===== src/txpcf_defines.svh =====
// constants for the transmit phase compensation fifo
`ifndef TXPCF_DEFINES_SVH
`define TXPCF_DEFINES_SVH

// ----------------------------------------------------------------
// datapath sizes
// ----------------------------------------------------------------
`define TXPCF_WORD_W      20
`define TXPCF_DEPTH       4
`define TXPCF_BYTE_W      8

// ----------------------------------------------------------------
// width select codes and the masks they apply
// ----------------------------------------------------------------
`define TXPCF_WSEL_8      2'h0
`define TXPCF_WSEL_10     2'h1
`define TXPCF_WSEL_16     2'h2
`define TXPCF_WSEL_20     2'h3
`define TXPCF_MASK_8      20'h000ff
`define TXPCF_MASK_10     20'h003ff
`define TXPCF_MASK_16     20'h0ffff
`define TXPCF_MASK_20     20'hfffff

// ----------------------------------------------------------------
// write source select codes
// ----------------------------------------------------------------
`define TXPCF_SRC_USER    2'h0
`define TXPCF_SRC_PIPE    2'h1
`define TXPCF_SRC_HIP     2'h2

// ----------------------------------------------------------------
// reset values
// ----------------------------------------------------------------
`define TXPCF_WORD_RST    20'h00000
`define TXPCF_WSEL_RST    2'h0
`define TXPCF_SRC_RST     2'h0

`endif


===== src/txpcf_pkg.sv =====
// types shared by the transmit phase compensation fifo
`include "txpcf_defines.svh"

package txpcf_pkg;

   typedef logic [`TXPCF_WORD_W-1:0] txpcf_word_t;
   typedef logic [1:0]               txpcf_wsel_t;
   typedef logic [1:0]               txpcf_src_t;

   // output stage: idle or holding a word for the coding path
   typedef enum logic [1:0] {
      TXPCF_OUT_IDLE = 2'b01,
      TXPCF_OUT_FULL = 2'b10
   } txpcf_out_state_t;

endpackage


===== src/txpcf_fifo.sv =====
// parameterised valid/ready fifo with registered read data
`timescale 1ns/1ps

module txpcf_fifo #(
   parameter int WIDTH = 20,
   parameter int DEPTH = 4
) (
   // clock and reset
   input  wire logic             ref_clk,
   input  wire logic             rst_n,
   // write side
   input  wire logic [WIDTH-1:0] in_data,
   input  wire logic             in_valid,
   output logic                  in_ready,
   input  wire logic             bypass,
   // read side
   output logic [WIDTH-1:0]      out_data,
   output logic                  out_valid,
   input  wire logic             out_ready
);

   localparam int AW = (DEPTH > 1) ? $clog2(DEPTH) : 1;
   localparam int CW = $clog2(DEPTH + 1);

   logic [WIDTH-1:0] mem [DEPTH];
   logic [AW-1:0]    wr_ptr_reg;
   logic [AW-1:0]    rd_ptr_reg;
   logic [CW-1:0]    cnt_reg;
   logic [CW-1:0]    cnt_next;
   logic [WIDTH-1:0] out_data_reg;
   logic             out_valid_reg;
   logic             out_valid_next;
   logic             in_ready_reg;
   logic             push;
   logic             pop;
   logic [CW:0]      occ_next;

   // the output register counts toward the depth so total storage stays at DEPTH words
   assign push           = in_valid && in_ready_reg && !bypass;
   assign pop            = (cnt_reg != '0) && (!out_valid_reg || out_ready);
   assign cnt_next       = CW'(cnt_reg + CW'(push) - CW'(pop));
   assign out_valid_next = pop || (out_valid_reg && !out_ready);
   assign occ_next       = (CW + 1)'(cnt_next) + (CW + 1)'(out_valid_next);

   always_ff @(posedge ref_clk) begin
      if (push) begin
         mem[wr_ptr_reg] <= in_data;
      end
   end

   always_ff @(posedge ref_clk or negedge rst_n) begin
      if (!rst_n) begin
         wr_ptr_reg    <= '0;
         rd_ptr_reg    <= '0;
         cnt_reg       <= '0;
         out_valid_reg <= 1'b0;
         out_data_reg  <= '0;
         in_ready_reg  <= 1'b0;
      end else begin
         wr_ptr_reg    <= push ? AW'((wr_ptr_reg + 1) % DEPTH) : wr_ptr_reg;
         rd_ptr_reg    <= pop ? AW'((rd_ptr_reg + 1) % DEPTH) : rd_ptr_reg;
         cnt_reg       <= cnt_next;
         out_valid_reg <= out_valid_next;
         out_data_reg  <= pop ? mem[rd_ptr_reg] : out_data_reg;
         in_ready_reg  <= bypass || (occ_next < (CW + 1)'(DEPTH));
      end
   end

   assign in_ready  = in_ready_reg;
   assign out_data  = out_data_reg;
   assign out_valid = out_valid_reg;

endmodule


===== src/txpcf_top.sv =====
// transmit phase compensation fifo between fabric writers and the transmit coding path
`timescale 1ns/1ps

// Summary of operation
// - fabric-side words are buffered and handed to the parallel-clock coding path
// - storage holds five 20-bit words: four in the fifo and one in the output stage
// - normal mode: a written word reaches the output three to four cycles later
// - fixed-latency mode: one registered stage, one cycle of latency
// - write width is 8, 10, 16 or 20 bits, fixed by configuration
// - output carries the full word; narrowing to 8 or 10 happens downstream
// - fifo sits in the path for user logic, pipe wrapper or pcie core
// - optional bit-flip reverses bit order inside each byte before storage
module txpcf_top
   import txpcf_pkg::*;
(
   // clock and reset
   input  wire logic        ref_clk,
   input  wire logic        rst_n,
   // configuration
   input  wire txpcf_wsel_t width_sel,
   input  wire txpcf_src_t  src_sel,
   input  wire logic        fixed_lat_en,
   input  wire logic        bit_flip_en,
   // user fabric writer
   input  wire txpcf_word_t user_data,
   input  wire logic        user_valid,
   // pipe wrapper writer
   input  wire txpcf_word_t pipe_data,
   input  wire logic        pipe_valid,
   // pcie core writer
   input  wire txpcf_word_t hip_data,
   input  wire logic        hip_valid,
   // write back-pressure, shared by all writers
   output logic             wr_ready,
   // coding path side
   output txpcf_word_t      tx_data,
   output logic             tx_valid,
   input  wire logic        tx_ready
);

   // ----------------------------------------------------------------
   // configuration registers
   // ----------------------------------------------------------------
   txpcf_wsel_t      wsel_reg;
   txpcf_src_t       src_reg;
   logic             fixed_reg;
   logic             flip_reg;

   // ----------------------------------------------------------------
   // datapath signals
   // ----------------------------------------------------------------
   txpcf_word_t      src_data;
   logic             src_valid;
   txpcf_word_t      width_mask;
   txpcf_word_t      masked_data;
   txpcf_word_t      flipped_data;
   txpcf_word_t      flip10_data;
   txpcf_word_t      wr_word;
   logic             fifo_in_ready;
   txpcf_word_t      fifo_out_data;
   logic             fifo_out_valid;
   logic             fifo_out_ready;
   txpcf_out_state_t out_state_reg;
   txpcf_out_state_t out_state_next;
   txpcf_word_t      tx_data_reg;
   txpcf_word_t      tx_data_next;
   logic             out_free;
   logic             fixed_take;
   logic             norm_take;

   function automatic logic [`TXPCF_BYTE_W-1:0] rev_byte(input logic [`TXPCF_BYTE_W-1:0] b);
      logic [`TXPCF_BYTE_W-1:0] r;
      r = '0;
      for (int i = 0; i < `TXPCF_BYTE_W; i++) begin
         r[i] = b[`TXPCF_BYTE_W-1-i];
      end
      return r;
   endfunction

   // config is static in use; sampling it keeps the decode off the writers' timing
   always_ff @(posedge ref_clk or negedge rst_n) begin
      if (!rst_n) begin
         wsel_reg  <= `TXPCF_WSEL_RST;
         src_reg   <= `TXPCF_SRC_RST;
         fixed_reg <= 1'b0;
         flip_reg  <= 1'b0;
      end else begin
         wsel_reg  <= width_sel;
         src_reg   <= src_sel;
         fixed_reg <= fixed_lat_en;
         flip_reg  <= bit_flip_en;
      end
   end

   // ----------------------------------------------------------------
   // write source selection
   // ----------------------------------------------------------------
   // unused source codes select nothing, so no stray writes reach the fifo
   assign src_data  = (src_reg == `TXPCF_SRC_PIPE) ? pipe_data :
                      (src_reg == `TXPCF_SRC_HIP)  ? hip_data  :
                      (src_reg == `TXPCF_SRC_USER) ? user_data : `TXPCF_WORD_RST;
   assign src_valid = (src_reg == `TXPCF_SRC_PIPE) ? pipe_valid :
                      (src_reg == `TXPCF_SRC_HIP)  ? hip_valid  :
                      (src_reg == `TXPCF_SRC_USER) && user_valid;

   // ----------------------------------------------------------------
   // width masking and byte-level bit flip
   // ----------------------------------------------------------------
   assign width_mask  = (wsel_reg == `TXPCF_WSEL_8)  ? `TXPCF_MASK_8  :
                        (wsel_reg == `TXPCF_WSEL_10) ? `TXPCF_MASK_10 :
                        (wsel_reg == `TXPCF_WSEL_16) ? `TXPCF_MASK_16 : `TXPCF_MASK_20;
   assign masked_data = src_data & width_mask;

   // bits 19:16 never form a full byte and pass unflipped
   assign flipped_data = {masked_data[19:16],
                          rev_byte(masked_data[15:8]),
                          rev_byte(masked_data[7:0])};
   // a 10-bit word holds one full byte; its top two bits pass unflipped instead of being lost
   assign flip10_data  = {masked_data[19:8], rev_byte(masked_data[7:0])};
   assign wr_word      = !flip_reg                    ? masked_data :
                         (wsel_reg == `TXPCF_WSEL_10) ? flip10_data : (flipped_data & width_mask);

   // ----------------------------------------------------------------
   // four-word buffer
   // ----------------------------------------------------------------
   // in fixed-latency mode the buffer is bypassed and reports ready every cycle
   txpcf_fifo #(
      .WIDTH (`TXPCF_WORD_W),
      .DEPTH (`TXPCF_DEPTH)
   ) u_fifo (
      .ref_clk   (ref_clk),
      .rst_n     (rst_n),
      .in_data   (wr_word),
      .in_valid  (src_valid),
      .in_ready  (fifo_in_ready),
      .bypass    (fixed_reg),
      .out_data  (fifo_out_data),
      .out_valid (fifo_out_valid),
      .out_ready (fifo_out_ready)
   );

   assign wr_ready = fifo_in_ready;

   // ----------------------------------------------------------------
   // output stage
   // ----------------------------------------------------------------
   // fixed mode assumes the coding path takes a word every parallel cycle
   assign out_free       = (out_state_reg == TXPCF_OUT_IDLE) || tx_ready;
   assign fixed_take     = fixed_reg && src_valid;
   assign norm_take      = !fixed_reg && fifo_out_valid && out_free;
   assign fifo_out_ready = !fixed_reg && out_free;

   always_comb begin
      out_state_next = out_state_reg;
      tx_data_next   = tx_data_reg;
      case (out_state_reg)
         TXPCF_OUT_IDLE: begin
            if (fixed_take) begin
               out_state_next = TXPCF_OUT_FULL;
               tx_data_next   = wr_word;
            end else if (norm_take) begin
               out_state_next = TXPCF_OUT_FULL;
               tx_data_next   = fifo_out_data;
            end
         end
         TXPCF_OUT_FULL: begin
            if (fixed_take) begin
               tx_data_next = wr_word;
            end else if (norm_take) begin
               tx_data_next = fifo_out_data;
            end else if (fixed_reg || tx_ready) begin
               out_state_next = TXPCF_OUT_IDLE;
            end
         end
         default: begin
            out_state_next = TXPCF_OUT_IDLE;
            tx_data_next   = `TXPCF_WORD_RST;
         end
      endcase
   end

   always_ff @(posedge ref_clk or negedge rst_n) begin
      if (!rst_n) begin
         out_state_reg <= TXPCF_OUT_IDLE;
         tx_data_reg   <= `TXPCF_WORD_RST;
         tx_valid      <= 1'b0;
      end else begin
         out_state_reg <= out_state_next;
         tx_data_reg   <= tx_data_next;
         tx_valid      <= (out_state_next == TXPCF_OUT_FULL);
      end
   end

   assign tx_data = tx_data_reg;

endmodule


===== config.mk =====
export PLATFORM = sky130hd
export DESIGN_NAME = txpcf_top
export DESIGN_NICKNAME = d
export VERILOG_FILES = /design/src/txpcf_pkg.sv /design/src/txpcf_fifo.sv /design/src/txpcf_top.sv
export VERILOG_INCLUDE_DIRS = /design/src /design/src/src
export SDC_FILE = /design/constraint.sdc
export NUM_CORES = 1
export LEC_CHECK = 0
export ABC_AREA = 1
export BUFFER_PORTS_ARGS = -buffer_cell sky130_fd_sc_hd__buf_4
export CAP_MARGIN = 20
export CORE_ASPECT_RATIO = 0.75
export CORE_UTILIZATION = 31
export CTS_BUF_LIST = sky130_fd_sc_hd__clkbuf_4 sky130_fd_sc_hd__clkbuf_8
export DETAILED_ROUTE_END_ITERATION = 8
export GPL_ROUTABILITY_DRIVEN = 0
export PLACE_DENSITY_LB_ADDON = 0.25
export SLEW_MARGIN = 25
export SYNTH_ARGS = -nofsm -noshare
export SYNTH_HDL_FRONTEND = slang
export SYNTH_SLANG_ARGS = --single-unit
export TNS_END_PERCENT = 20

===== constraint.sdc =====
create_clock -name ref_clk -period 2.3 [get_ports ref_clk]
set_input_delay 0.575 -clock ref_clk [delete_from_list [all_inputs] [get_ports ref_clk]]
set_output_delay 0.575 -clock ref_clk [all_outputs]
set_load 0.05 [all_outputs]

-- Yosys cells after proc, flatten, opt, wreduce, memory -nomap -nowiden
Memory sizes are Yosys's and may differ from the RTL's. A register that Yosys moved wholly into a read port is not among the register bits.
Index checks and enable logic that the tools add are counted.
- word-level logic and storage cells: 72
- output and inout bits: 22
- register bits after elaboration: 38
- input port bits: 72
- bits in writable memories: 80
- memories: 1
- memory list (memory ; depth ; width ; rd ports ; clocked after memory_dff ; write ports ; RTL line ; source):
    u_fifo.mem ; 4 ; 20 ; 1 ; 1 ; 1 ; txpcf_fifo.sv:25 ; logic [WIDTH-1:0] mem [DEPTH];
- bitwise operators: 2
- muxes and demuxes: 21
- order comparisons: 1
- $add $sub $neg: 5
- reduce and logical (&&, ||, !) cells: 22
- equal/unequal tests: 8
- operators by type and width (operator ; number):
    2-to-1 mux 20 bit ; 11
    bitwise AND 20 bit ; 2
    2-to-1 mux 2 bit ; 5
    logical AND 1 bit ; 9
    equality test 2 bit (second input constant) ; 4
    equality test 2 x 1 -> 1 bit (second input constant) ; 3
    logical OR 1 bit ; 5
    adder 2 x 1 -> 2 bit (second input constant) ; 2
    adder 3 x 1 -> 4 bit ; 1
    logical NOT 1 bit ; 4
    logical NOT 2 bit ; 2
    less-than comparator 4 x 3 -> 1 bit (second input constant) ; 1
    2-to-1 mux 1 bit ; 4
    one-hot mux 2 bit (2 select lines) ; 1
    adder 3 x 1 -> 3 bit ; 1
    != test 3 x 1 -> 1 bit (second input constant) ; 1
    nonzero test 3 bit ; 1
    subtractor 3 x 1 -> 3 bit ; 1
    OR reduction 2 bit ; 1

-- Logic depth before layout (Yosys ltp)
Gate-level depths: netlist of run 1.
- word-level depth: 11
- gate-level depth with buffers: 13
- mapped depth without buffers: 11

-- Hierarchy
A second synthesis of run 1 with hierarchy kept.
- cell total of the unflattened synthesis: 826
- area, all modules: 6932.9 um2
- by module, submodules not included (module ; cells an instance ; sequential area each (um2) ; area an instance (um2) ; times used):
    txpcf_fifo ; 437 ; 3128.0 ; 4608.2 ; 1
    txpcf_top ; 389 ; 726.9 ; 2324.7 ; 1

-- Worst setup path after synthesis of run 1
OpenSTA, ideal clock, no wires.
- path kind: input to register
- start: input port pipe_valid
- end: memory u_fifo.mem[0][0] (enable)
- cell stages on the path: 8
- path buffers: 0
- setup slack: -144 ps
- setup time: 397 ps
- arrival: 2047 ps
- required time: 1903 ps
- cell sequence: inv_1 > nand2_1 > nand2_1 > nand2_2 > nand2_1 > nor2_1 > inv_1 > nor2_1
- longest elaborated chain between the ends: 5
- RTL lines (element ; RTL line ; source):
    from (decl) ; txpcf_top.sv:29 ; input wire logic pipe_valid,
    2-to-1 mux 1 bit ; txpcf_top.sv:102 ; assign src_valid = (src_reg == `TXPCF_SRC_PIPE) ? pipe_valid :
    logical AND 1 bit (2 in series) ; txpcf_fifo.sv:39 ; assign push = in_valid && in_ready_reg && !bypass;
    net u_fifo.push ; txpcf_fifo.sv:34 ; logic push;
    2-to-1 mux 1 bit ; txpcf_fifo.sv:46 ; if (push) begin
    2-to-1 mux 1 bit (not written as such) ; txpcf_fifo.sv:47 ; mem[wr_ptr_reg] <= in_data;
    to (decl) ; txpcf_fifo.sv:25 ;
The timed path passes the listed nets, and every way through them passes these cells.

-- Worst setup path in the final report of run 1
- start: register out_state_reg[0]
- end: register u_fifo.in_ready_reg (netlist: u_fifo.in_ready)
- longest elaborated chain between the ends: 9
- elaborated cells on any way between the ends: 12
- those cells by class: add/sub (2); order compare (1); eq/ne (1); reduce/logical (8)
- RTL lines (element ; RTL line ; source):
    from (decl) ; txpcf_top.sv:63 ; txpcf_out_state_t out_state_reg;
    from (signal assigned) ; txpcf_top.sv:188 ; out_state_reg <= out_state_next;
    equality test 2 x 1 -> 1 bit ; txpcf_top.sv:148 ; assign out_free = (out_state_reg == TXPCF_OUT_IDLE) || tx_ready;
    logical OR 1 bit ; txpcf_top.sv:148 ;
    logical AND 1 bit ; txpcf_top.sv:151 ; assign fifo_out_ready = !fixed_reg && out_free;
    logical OR 1 bit ; txpcf_fifo.sv:40 ; assign pop = (cnt_reg != '0) && (!out_valid_reg || out_ready);
    logical AND 1 bit ; txpcf_fifo.sv:40 ;
    subtractor 3 x 1 -> 3 bit ; txpcf_fifo.sv:41 ; assign cnt_next = CW'(cnt_reg + CW'(push) - CW'(pop));
    net u_fifo.cnt_next[1] ; txpcf_fifo.sv:29 ; logic [CW-1:0] cnt_next;
    adder 3 x 1 -> 4 bit ; txpcf_fifo.sv:43 ; assign occ_next = (CW + 1)'(cnt_next) + (CW + 1)'(out_valid_next);
    less-than comparator 4 x 3 -> 1 bit ; txpcf_fifo.sv:65 ; in_ready_reg <= bypass || (occ_next < (CW + 1)'(DEPTH));
    logical OR 1 bit ; txpcf_fifo.sv:65 ;
    to (signal assigned) ; txpcf_fifo.sv:65 ;
    to (decl) ; txpcf_fifo.sv:33 ; logic in_ready_reg;
The timed path passes the listed nets, and every way through them passes these cells.
A chain may end at the register's enable or synchronous reset.

==> out/metrics.csv, run 1 <==
stage,metric,value,unit
setup_path,Bufs and invs on worst path,1,
power,Static Leak,3.663,nW
setup_path,Worst Setup Path Type,reg -> reg,
sta,Rel. slew slack,64.79,%
logic_synthesis,Synth Register Bits,138,
setup_path,endpoint type of the worst setup path,flop,
setup_path,r2r setup slk,0.11,ns
place,I/O Buffers,93,
grt,initial antenna violation count,0,
grt,largest net degree at the start of global routing,43,
cells_and_area,"commonest non-fill, non-tap cells in the layout","193 x nand2_1, 116 x buf_4, 80 x edfxtp_1",
cells_and_area,share of layout cells above drive strength 1,21.98,%
cells_and_area,final instance area,8104,um^2
logic_synthesis,register area share after synthesis,59.47,%
setup_path,CP Max Fanout,2,
floorplan,num rows,45,
logic_synthesis,cell count after synthesis,700,
cts,clock slew at reported path FFs,0.08,ns
cells_and_area,"Net count, final",887,
place,Post-Place Worst Slack,-0.03430,ns
grt,GRT Total Usage,17.06,%
detailed_routing,Antenna Nets Post-Route,0,
cts,H-tree levels,4,
logic_synthesis,"Distinct cells, synth",36,
floorplan,area of the core,20380,um^2
cts,CTS tree,yes,
logic_synthesis,synthesized area per cell,9.261,um^2
sta,f_max,457.1,MHz
cts,Hold Buf Count CTS,0,
cts,clock latency on the worst-skew pair,0.45,ns
cts,CTS buffer count,17,
sta,RSZ-0062 raised after global routing,yes,
place,Detail Placement HPWL,11940,um
grt,GRT overflow,0,
logic_synthesis,synthesized cell area,6482,um^2
sta,fin crit period,2.188,ns
setup_path,CP max-delay cell,dfstp_2,
detailed_routing,# DRC,0,
sta,fin. max-slew vios,0,
logic_synthesis,"area leader, netlist",edfxtp_1,
power,worst vdd ir,0.4117,mV
sta,"Setup violations, final",0,
cts,CTS Buffer Depth,2,
setup_path,Worst path depth,9,
sta,Worst-Margin Slew,0.5269,ns
floorplan,Ports,94,
place,Area after DPL,7609,um^2
setup_path,CP required,2.67,ns
setup_path,critical path cell sequence,"ha_4, o21ai_2, a21oi_2, ha_1, inv_1, ha_2, fa_1, and3_1, o21ai_1",
logic_synthesis,Yosys warnings,0,
setup_path,"CP delay by family, top",adder cells,
floorplan,Initial Util,31.80,%
floorplan,Die Width,169.0,um
sta,clk_skew,0.01057,ns
cells_and_area,Syn-to-layout area delta,25.01,%
sta,Final Worst Setup Slack,0.1123,ns
logic_synthesis,fraction of registers with async set/reset,42.03,%
sta,Final period util,95.12,%
worst_hold_path,Hold Path Class,in -> async,
grt,vias in the first global route,4897,
floorplan,die area,21500,um^2
cells_and_area,Diodes inserted,0,
setup_path,crit path to,u_fifo.in_ready$_DFF_PN0_,
logic_synthesis,top cell type's share of synthesized area,37.06,%
cells_and_area,"commonest non-fill, non-tap cell in the layout",nand2_1,
setup_path,R2R cell count,9,
setup_path,Critical Path AT,2.55,ns
cts,Root Buffer,clkbuf_8,
detailed_routing,WL final,17370,um
cells_and_area,Finished Layout Cells,1101,
cts,Sink Count,138,
floorplan,Die Ht,127.2,um
logic_synthesis,"EDFF count, synth",80,
job,Max Cap Viol,0,
detailed_routing,first-pass iteration count of the detailed router,7,
power,Pwr Density,1148,nW/um^2
cells_and_area,final core utilization,39.76,%
setup_path,CP startpoint,out_state_reg[0]$_DFF_PN1_,
grt,first-pass GRT wire length,27310,um
detailed_routing,via count,5064,
logic_synthesis,syn_nets,781,
place,Cells after DPL,1068,
setup_path,Critical Path Source Type,flop,
cells_and_area,max reg flops,80,
detailed_routing,drt wl/cell,15.78,um
logic_synthesis,Synth area leaders,"edfxtp_1 37%, dfrtp_1 22%, nand2_1 11%",
detailed_routing,Via density,4.599,
setup_path,Worst path max stage delay,0.56,ns
setup_path,worst r2r src,out_state_reg[0]$_DFF_PN1_,
sta,"Hold Vio Cnt, Final",0,
logic_synthesis,"Top FF cell, synth",edfxtp_1,
detailed_routing,Initial DRC Count,376,
sta,setup tns final,0,ns
setup_path,r2r endpoint,u_fifo.in_ready$_DFF_PN0_,
status,status,"finished, final reports clean",
worst min path at each step:
stage / from / end / cells past startpoint
CTS: rst_n / flip_reg$_DFF_PN0_ / 1
global route: rst_n / flip_reg$_DFF_PN0_ / 1
detailed placement: tx_data[7]$_DFFE_PN0P_ / tx_data[7]$_DFFE_PN0P_ / 2
global placement: tx_data[1]$_DFFE_PN0P_ / tx_data[1]$_DFFE_PN0P_ / 2
floorplan: rst_n / fixed_reg$_DFF_PN0_ / 0
finish: rst_n / flip_reg$_DFF_PN0_ / 1
stage by stage:
stage / total power [W] / hold slack (ns)
2_1_floorplan: 0.005840 / 0.2794
6_report: 0.009304 / 0.05786
3_3_place_gp: 0.007019 / 0.4693
4_1_cts: 0.009361 / 0.04956
5_1_grt: 0.009945 / 0.04664
3_5_place_dp: 0.007049 / 0.4717
routing by layer:
layer	GRT usage [%]	wire, um
met4	3.392	97
met3	5.638	1423
met5	0	0
met2	24.94	7369
met1	24.59	8482
where the power goes:
part	internal (W)	switching, W	total, W
clock	0.00137	0.000943	0.00231
sequential	0.00319	0.000228	0.00342
combinational	0.00117	0.00241	0.00357
total	0.00573	0.00358	0.00930
cell families (layout without fill, tap and decap cells):
group | Yosys count | count (layout) | share of synthesized area [%]
DFF | 138 | 138 | 59.47
adders and majority gates | 9 | 9 | 1.853
xor gates and xnor gates | 4 | 4 | 0.5405
buffers and inverters | 104 | 223 | 7.354
and+or+nand+nor | 345 | 345 | 22.18
AOI/OAI and AO/OA | 100 | 100 | 8.608
cell usage after synthesis, drive strengths merged (6+ instances only):
cell type / number
ha: 8
edfxtp: 80
clkbuf: 16
nand4: 9
a21oi: 6
nor2: 78
o21ai: 73
dfrtp: 57
nand3: 58
o22ai: 17
nand2: 197
buf: 19
inv: 69
cell type report:
cell class / instances / area (um^2)
well taps: 282 / 352.8
fillers: 2081 / 12280
inverters: 69 / 259.0
multi-input cells: 458 / 2177
repair buffers: 122 / 991.0
clock inverters: 12 / 193.9
clock buffers: 20 / 275.3
flip-flops and latches: 138 / 3855
timing repair:
action / in CTS / in global routing
setup buffers: 0 / 1
gates resized for setup: 0 / 5
setup endpoints to repair: 0 / 1
Power figures use the tool's default switching activity.
==> run 2: changes to the inputs <==
--- a/config.mk
+++ b/config.mk
@@ -12,6 +12,7 @@
 export CORE_ASPECT_RATIO = 0.75
 export CORE_UTILIZATION = 31
 export CTS_BUF_LIST = sky130_fd_sc_hd__clkbuf_4 sky130_fd_sc_hd__clkbuf_8
+export CTS_CLUSTER_DIAMETER = 40
 export DETAILED_ROUTE_END_ITERATION = 8
 export GPL_ROUTABILITY_DRIVEN = 0
 export PLACE_DENSITY_LB_ADDON = 0.25
==> constraint.sdc (replaced) <==
create_clock -name ref_clk -period 2.78 [get_ports ref_clk]
set_input_delay 0.695 -clock ref_clk [delete_from_list [all_inputs] [get_ports ref_clk]]
set_output_delay 0.695 -clock ref_clk [all_outputs]
set_load 0.05 [all_outputs]
==> out/metrics.csv, run 2 (synthesis gave the netlist of run 1 again) <==
stage,metric,value,unit,change
status,status,"finished, final reports clean",,unchanged
cells_and_area,Diodes inserted,0,,unchanged
setup_path,CP Max Fanout,4,,was 2
setup_path,Critical Path AT,2.71,ns,was 2.55 ns
sta,Final period util,84.43,%,was 95.12%
detailed_routing,Via density,4.649,,was 4.599
cts,CTS buffer count,17,,unchanged
sta,Worst-Margin Slew,0.8404,ns,was 0.5269 ns
power,post-route total power,0.007479,W,was 0.009304 W
cells_and_area,max reg flops,80,,unchanged
cts,clock slew at reported path FFs,0.08,ns,about the same
cells_and_area,"commonest non-fill, non-tap cells in the layout","193 x nand2_1, 107 x buf_4, 80 x edfxtp_1",,"was 193 x nand2_1, 116 x buf_4, 80 x edfxtp_1"
detailed_routing,WL final,17670,um,was 17370 um
sta,setup tns final,0,ns,unchanged
cells_and_area,"Net count, final",877,,was 887
power,Static Leak,3.590,nW,was 3.663 nW
cells_and_area,"commonest non-fill, non-tap cell in the layout",nand2_1,,unchanged
grt,GRT Total Usage,17.47,%,was 17.06%
sta,fin. max-slew vios,0,,unchanged
floorplan,num rows,45,,unchanged
grt,GRT overflow,0,,unchanged
sta,fin crit period,2.347,ns,was 2.188 ns
sta,"Hold Vio Cnt, Final",0,,unchanged
detailed_routing,drt wl/cell,16.20,um,was 15.78 um
setup_path,r2r setup slk,0.43,ns,was 0.11 ns
cts,clock latency on the worst-skew pair,0.45,ns,about the same
cells_and_area,Finished Layout Cells,1091,,was 1101
worst_hold_path,Hold Path Class,in -> async,,unchanged
setup_path,Worst path max stage delay,0.46,ns,was 0.56 ns
sta,clk_skew,0.01362,ns,was 0.01057 ns
setup_path,Worst Setup Path Type,reg -> reg,,unchanged
grt,first-pass GRT wire length,27900,um,was 27310 um
place,Detail Placement HPWL,11790,um,was 11940 um
detailed_routing,Antenna Nets Post-Route,0,,unchanged
power,worst vdd ir,0.3467,mV,was 0.4117 mV
sta,"Setup violations, final",0,,unchanged
detailed_routing,via count,5072,,was 5064
cts,H-tree levels,4,,unchanged
cts,Root Buffer,clkbuf_8,,unchanged
cts,CTS tree,yes,,unchanged
grt,vias in the first global route,5077,,was 4897
cells_and_area,Syn-to-layout area delta,22.79,%,was 25.01%
sta,RSZ-0062 raised after global routing,no,,was yes
floorplan,Ports,94,,unchanged
sta,Hold WS,0.3425,ns,was 0.05786 ns
cts,Post-CTS Resized,0,,unchanged
sta,f_max,426.0,MHz,was 457.1 MHz
setup_path,Critical Path Source Type,flop,,unchanged
floorplan,die area,21500,um^2,unchanged
place,Area after DPL,7528,um^2,was 7609 um^2
setup_path,CP max-delay cell,fa_1,,was dfstp_2
setup_path,worst r2r src,out_state_reg[1]$_DFF_PN0_,,was out_state_reg[0]$_DFF_PN1_
cts,setup bufs post-CTS,0,,unchanged
cts,Sink Count,138,,unchanged
setup_path,endpoint type of the worst setup path,flop,,unchanged
setup_path,CP required,3.14,ns,was 2.67 ns
floorplan,Die Width,169.0,um,unchanged
detailed_routing,# DRC,0,,unchanged
power,Pwr Density,939.5,nW/um^2,was 1148 nW/um^2
cts,Hold Buf Count CTS,0,,unchanged
cells_and_area,final instance area,7960,um^2,was 8104 um^2
setup_path,R2R cell count,10,,was 9
floorplan,area of the core,20380,um^2,unchanged
place,I/O Buffers,93,,unchanged
place,Cells after DPL,1059,,was 1068
cts,CTS Buffer Depth,2,,unchanged
job,Max Cap Viol,0,,unchanged
sta,Rel. slew slack,43.97,%,was 64.79%
floorplan,Initial Util,31.80,%,unchanged
setup_path,critical path cell sequence,"inv_1, ha_1, o21ai_1, a21oi_2, ha_1, inv_1, ha_1, fa_1, and3_1, o21ai_0",,"was ha_4, o21ai_2, a21oi_2, ha_1, inv_1, ha_2, fa_1, and3_1, o21ai_1"
detailed_routing,first-pass iteration count of the detailed router,5,,was 7
cells_and_area,share of layout cells above drive strength 1,20.40,%,was 21.98%
setup_path,CP dominant cell by count,ha_1,,
setup_path,r2r endpoint,u_fifo.in_ready$_DFF_PN0_,,unchanged
detailed_routing,Initial DRC Count,437,,was 376
grt,initial antenna violation count,0,,unchanged
grt,largest net degree at the start of global routing,59,,was 43
floorplan,Die Ht,127.2,um,unchanged
## run 2: cell types whose count changed in the layout (fill, tap and decap cells not counted), moves of 2 or more
cell / previous run / this run
buf_4: 116 / 107
bufinv_16: 5 / 3
clkbuf_4: 0 / 4
clkinv_1: 0 / 2
clkinv_2: 4 / 0
ha_1: 6 / 8
## run 2: final cells by class
cell class	instances	area (um^2)
clock buffer	25	319.1
clock inverter	7	112.6
fill	2107	12420
inverter	69	259.0
multi-input combinational	458	2158
sequential	138	3855
tap	282	352.8
timing repair buffer	112	903.4
## run 2: routing by layer
| metal | wire (um) | global-route usage, % | up-vias |
|---|---|---|---|
| met3 | 1114 | 4.430 | 11 |
| li1 | - | - | 2493 |
| met2 | 7562 | 25.89 | 163 |
| met4 | 155 | 4.981 | 0 |
| met1 | 8837 | 25.19 | 2405 |
| met5 | 0 | 0 | - |
## run 2: through the flow
| stage | setup slack (ns) | utilization (%) |
|---|---|---|
| after floorplan | 0.2162 | - |
| after global placement | 0.3492 | 36.94 |
| after detailed placement | 0.2746 | 36.94 |
| after CTS | 0.4281 | 39.05 |
| after global routing | 0.2066 | 39.05 |
| final | 0.4327 | 39.05 |
## run 2: how the worst max path moves through the flow
stage | slack (ns) | end | start | cells after the start
finish | 0.43 | u_fifo.in_ready$_DFF_PN0_ | out_state_reg[1]$_DFF_PN0_ | 10
global route | 0.21 | u_fifo.in_ready$_DFF_PN0_ | out_state_reg[1]$_DFF_PN0_ | 10
CTS | 0.43 | u_fifo.in_ready$_DFF_PN0_ | out_state_reg[1]$_DFF_PN0_ | 10
detailed placement | 0.27 | u_fifo.in_ready$_DFF_PN0_ | tx_ready | 9
global placement | 0.35 | u_fifo.in_ready$_DFF_PN0_ | tx_ready | 9
floorplan | 0.22 | u_fifo.mem[0][0]$_DFFE_PP_ | pipe_valid | 8
## run 2: worst max-delay path, delay by kind of cell (launching register included)
kind / cells / cell delay, ns
flops: 1 / 0.40
simple gates: 1 / 0.20
fa+ha+maj: 4 / 1.15
buf+inv: 2 / 0.10
compound gates: 3 / 0.41
## run 2: power by group
part,internal (W),switching (W)
registers,0.00264,0.000218
clock network,0.00102,0.000746
logic,0.000914,0.00194
==> run 3: changes to the inputs <==
==> constraint.sdc (replaced) <==
create_clock -name ref_clk -period 2 [get_ports ref_clk]
set_input_delay 0.5 -clock ref_clk [delete_from_list [all_inputs] [get_ports ref_clk]]
set_output_delay 0.5 -clock ref_clk [all_outputs]
set_load 0.05 [all_outputs]
==> out/metrics.csv, run 3 (synthesis gave the netlist of run 1 again) <==
stage,metric,value,unit,change
cells_and_area,Syn-to-layout area delta,26.17,%,was 22.79%
setup_path,Critical Path Source Type,flop,,unchanged
sta,Rel. slew slack,64.98,%,was 43.97%
sta,fin. max-slew vios,0,,unchanged
sta,Final period util,104.9,%,was 84.43%
grt,vias in the first global route,5138,,was 5077
grt,GRT Total Usage,17.55,%,was 17.47%
place,Cells after DPL,1076,,was 1059
sta,clk_skew,0.01435,ns,was 0.01362 ns
setup_path,CP dominant cell by count,ha_4,,was ha_1
power,NetSw,0.004250,W,was 0.002909 W
setup_path,r2r endpoint,u_fifo.in_ready$_DFF_PN0_,,unchanged
sta,"Setup violations, final",1,,was 0
cells_and_area,Diodes inserted,0,,unchanged
cts,H-tree levels,4,,unchanged
worst_hold_path,hold path depth,1,,
setup_path,CP Max Fanout,2,,was 4
sta,f_max,476.6,MHz,was 426.0 MHz
cells_and_area,Finished Layout Cells,1111,,was 1091
power,clock share of power,21.8,%,was 23.6%
cells_and_area,# fillers,2071,,was 2107
sta,Worst-Margin Slew,0.5234,ns,was 0.8404 ns
floorplan,Initial Util,31.80,%,unchanged
power,Static Leak,3.668,nW,was 3.590 nW
floorplan,num rows,45,,unchanged
floorplan,die area,21500,um^2,unchanged
floorplan,Die Ht,127.2,um,unchanged
power,Logic pwr share,41.1,%,was 38.2%
sta,fin crit period,2.098,ns,was 2.347 ns
worst_hold_path,Hold Path Sink,src_reg[0]$_DFF_PN0_,,
detailed_routing,Via density,4.583,,was 4.649
cells_and_area,"commonest non-fill, non-tap cell in the layout",nand2_1,,unchanged
sta,RSZ-0062 raised after global routing,yes,,was no
cts,CTS tree,yes,,unchanged
setup_path,"CP delay by family, top",adder cells,,unchanged
power,P_int,0.006297,W,was 0.004570 W
cells_and_area,"Net count, final",897,,was 877
cells_and_area,max reg flops,80,,unchanged
sta,Hold WS,0.1379,ns,was 0.3425 ns
setup_path,worst r2r src,out_state_reg[1]$_DFF_PN0_,,unchanged
detailed_routing,via count,5092,,was 5072
floorplan,Ports,94,,unchanged
worst_hold_path,Hold Path Class,in -> reg,,was in -> async
detailed_routing,Initial DRC Count,428,,was 437
grt,GRT overflow,0,,unchanged
detailed_routing,first-pass iteration count of the detailed router,5,,unchanged
power,Sw Share,40.29,%,was 38.90%
detailed_routing,WL final,17800,um,was 17670 um
floorplan,area of the core,20380,um^2,unchanged
grt,largest net degree at the start of global routing,43,,was 59
cells_and_area,"commonest non-fill, non-tap cells in the layout","193 x nand2_1, 123 x buf_4, 80 x edfxtp_1",,"was 193 x nand2_1, 107 x buf_4, 80 x edfxtp_1"
cts,clock slew at reported path FFs,0.09,ns,was 0.08 ns
detailed_routing,drt wl/cell,16.02,um,was 16.20 um
setup_path,endpoint type of the worst setup path,flop,,unchanged
status,status,"finished, violations left",,"was finished, final reports clean"
setup_path,Bufs and invs on worst path,2,,unchanged
setup_path,critical path cell sequence,"inv_2, ha_4, o21ai_4, a21oi_4, ha_4, inv_2, ha_4, fa_1, and3_1, o21ai_1",,"was inv_1, ha_1, o21ai_1, a21oi_2, ha_1, inv_1, ha_1, fa_1, and3_1, o21ai_0"
place,Detail Placement HPWL,12270,um,was 11790 um
job,Max Cap Viol,0,,unchanged
cells_and_area,share of layout cells above drive strength 1,23.40,%,was 20.40%
status,failing checks,setup timing,,
cts,clock latency on the worst-skew pair,0.46,ns,was 0.45 ns
cts,Sink Count,138,,unchanged
setup_path,Worst path max stage delay,0.49,ns,was 0.46 ns
place,Post-Place Worst Slack,-0.1966,ns,was 0.2746 ns
cts,CTS buffer count,17,,unchanged
setup_path,R2R cell count,10,,unchanged
grt,initial antenna violation count,0,,unchanged
power,worst vdd ir,0.4368,mV,was 0.3467 mV
place,I/O Buffers,93,,unchanged
setup_path,CP required,2.34,ns,was 3.14 ns
cts,Root Buffer,clkbuf_8,,unchanged
power,Pwr Density,1289,nW/um^2,was 939.5 nW/um^2
detailed_routing,# DRC,0,,unchanged
sta,Final Worst Setup Slack,-0.09837,ns,was 0.4327 ns
power,post-route total power,0.01055,W,was 0.007479 W
setup_path,r2r setup slk,-0.1,ns,was 0.43 ns
worst_hold_path,hold wc startpoint,src_sel[0],,
cts,CTS Buffer Depth,2,,unchanged
sta,"Hold Vio Cnt, Final",0,,unchanged
grt,first-pass GRT wire length,28080,um,was 27900 um
floorplan,Die Width,169.0,um,unchanged
setup_path,Critical Path AT,2.44,ns,was 2.71 ns
setup_path,Worst Setup Path Type,reg -> reg,,unchanged
detailed_routing,Antenna Nets Post-Route,0,,unchanged
setup_path,CP max-delay cell,fa_1,,unchanged
power,Seq pwr share,37.2,%,was 38.2%
-- run 3: changes by cell type in the layout (fill, tap and decap cells not counted), moves of 3 or more --
cell,change
inv_6,+3
clkbuf_8,-3
buf_12,+3
buf_4,+16
ha_4,+3
clkbuf_4,-4
ha_1,-3
clkinvlp_4,+4
-- run 3: how the worst max path moves through the flow --
stage                                     startpoint                        end  slack [ns]  cells after the start
after CTS                 out_state_reg[1]$_DFF_PN0_  u_fifo.in_ready$_DFF_PN0_       -0.10                     10
after global placement                      tx_ready  u_fifo.in_ready$_DFF_PN0_       -0.16                      9
after detailed placement                    tx_ready  u_fifo.in_ready$_DFF_PN0_       -0.20                      9
after global routing      out_state_reg[0]$_DFF_PN1_  u_fifo.in_ready$_DFF_PN0_       -0.22                      9
after floorplan           out_state_reg[0]$_DFF_PN1_  u_fifo.in_ready$_DFF_PN0_       -0.24                     10
final                     out_state_reg[1]$_DFF_PN0_  u_fifo.in_ready$_DFF_PN0_        -0.1                     10
-- run 3: area by class of cell --
class	instances	area, um^2	share of cell area [%]
clock inverter	14	145.1	1.775
inverter	69	259.0	3.167
timing repair buffer	132	1094	13.37
tap	282	352.8	4.314
clock buffer	18	247.7	3.029
multi-input combinational	458	2225	27.20
sequential	138	3856	47.15
-- run 3: timing repair --
| action | 4_1_cts | 5_1_grt |
|---|---|---|
| endpoints found under the setup margin | 2 | 87 |
| hold buffers | 1 | 0 |
| hold endpoints to repair | 16 | 0 |
| pin swaps | 3 | 1 |
| setup buffers | 2 | 1 |
| gates resized for setup | 1 | 2 |
-- run 3: routing by layer --
metal	vias to the layer above	track usage, %	wire length [um]	part of all wire, %
li1	2538	-	-	-
met1	2401	25.63	8925	50
met2	140	25.89	7555	42
met3	13	4.027	1171	6.6
met4	0	5.140	146	0.82
met5	-	0	0	0
-- run 3: per-stage QoR --
| stage | TNS (ns) | util [%] | instance area, um^2 |
|---|---|---|---|
| floorplan | -13.59 | - | 6545 |
| detailed placement | -4.018 | 37.96 | 7737 |
| finish | -0.09837 | 40.13 | 8179 |
| CTS | -0.1008 | 40.05 | 8163 |
| global route | -0.3763 | 40.13 | 8179 |
| global placement | -3.330 | 37.96 | 7737 |
-- run 3: power by group through the flow --
stage / Sequential (W) / Clock, W / Combinational [W]
after floorplan: 0.00446 / 0 / 0.00235
after global placement: 0.00397 / 0 / 0.00423
after detailed placement: 0.00398 / 0 / 0.00427
after CTS: 0.00392 / 0.00235 / 0.00431
after global routing: 0.00399 / 0.00246 / 0.00484
final: 0.00392 / 0.00230 / 0.00433
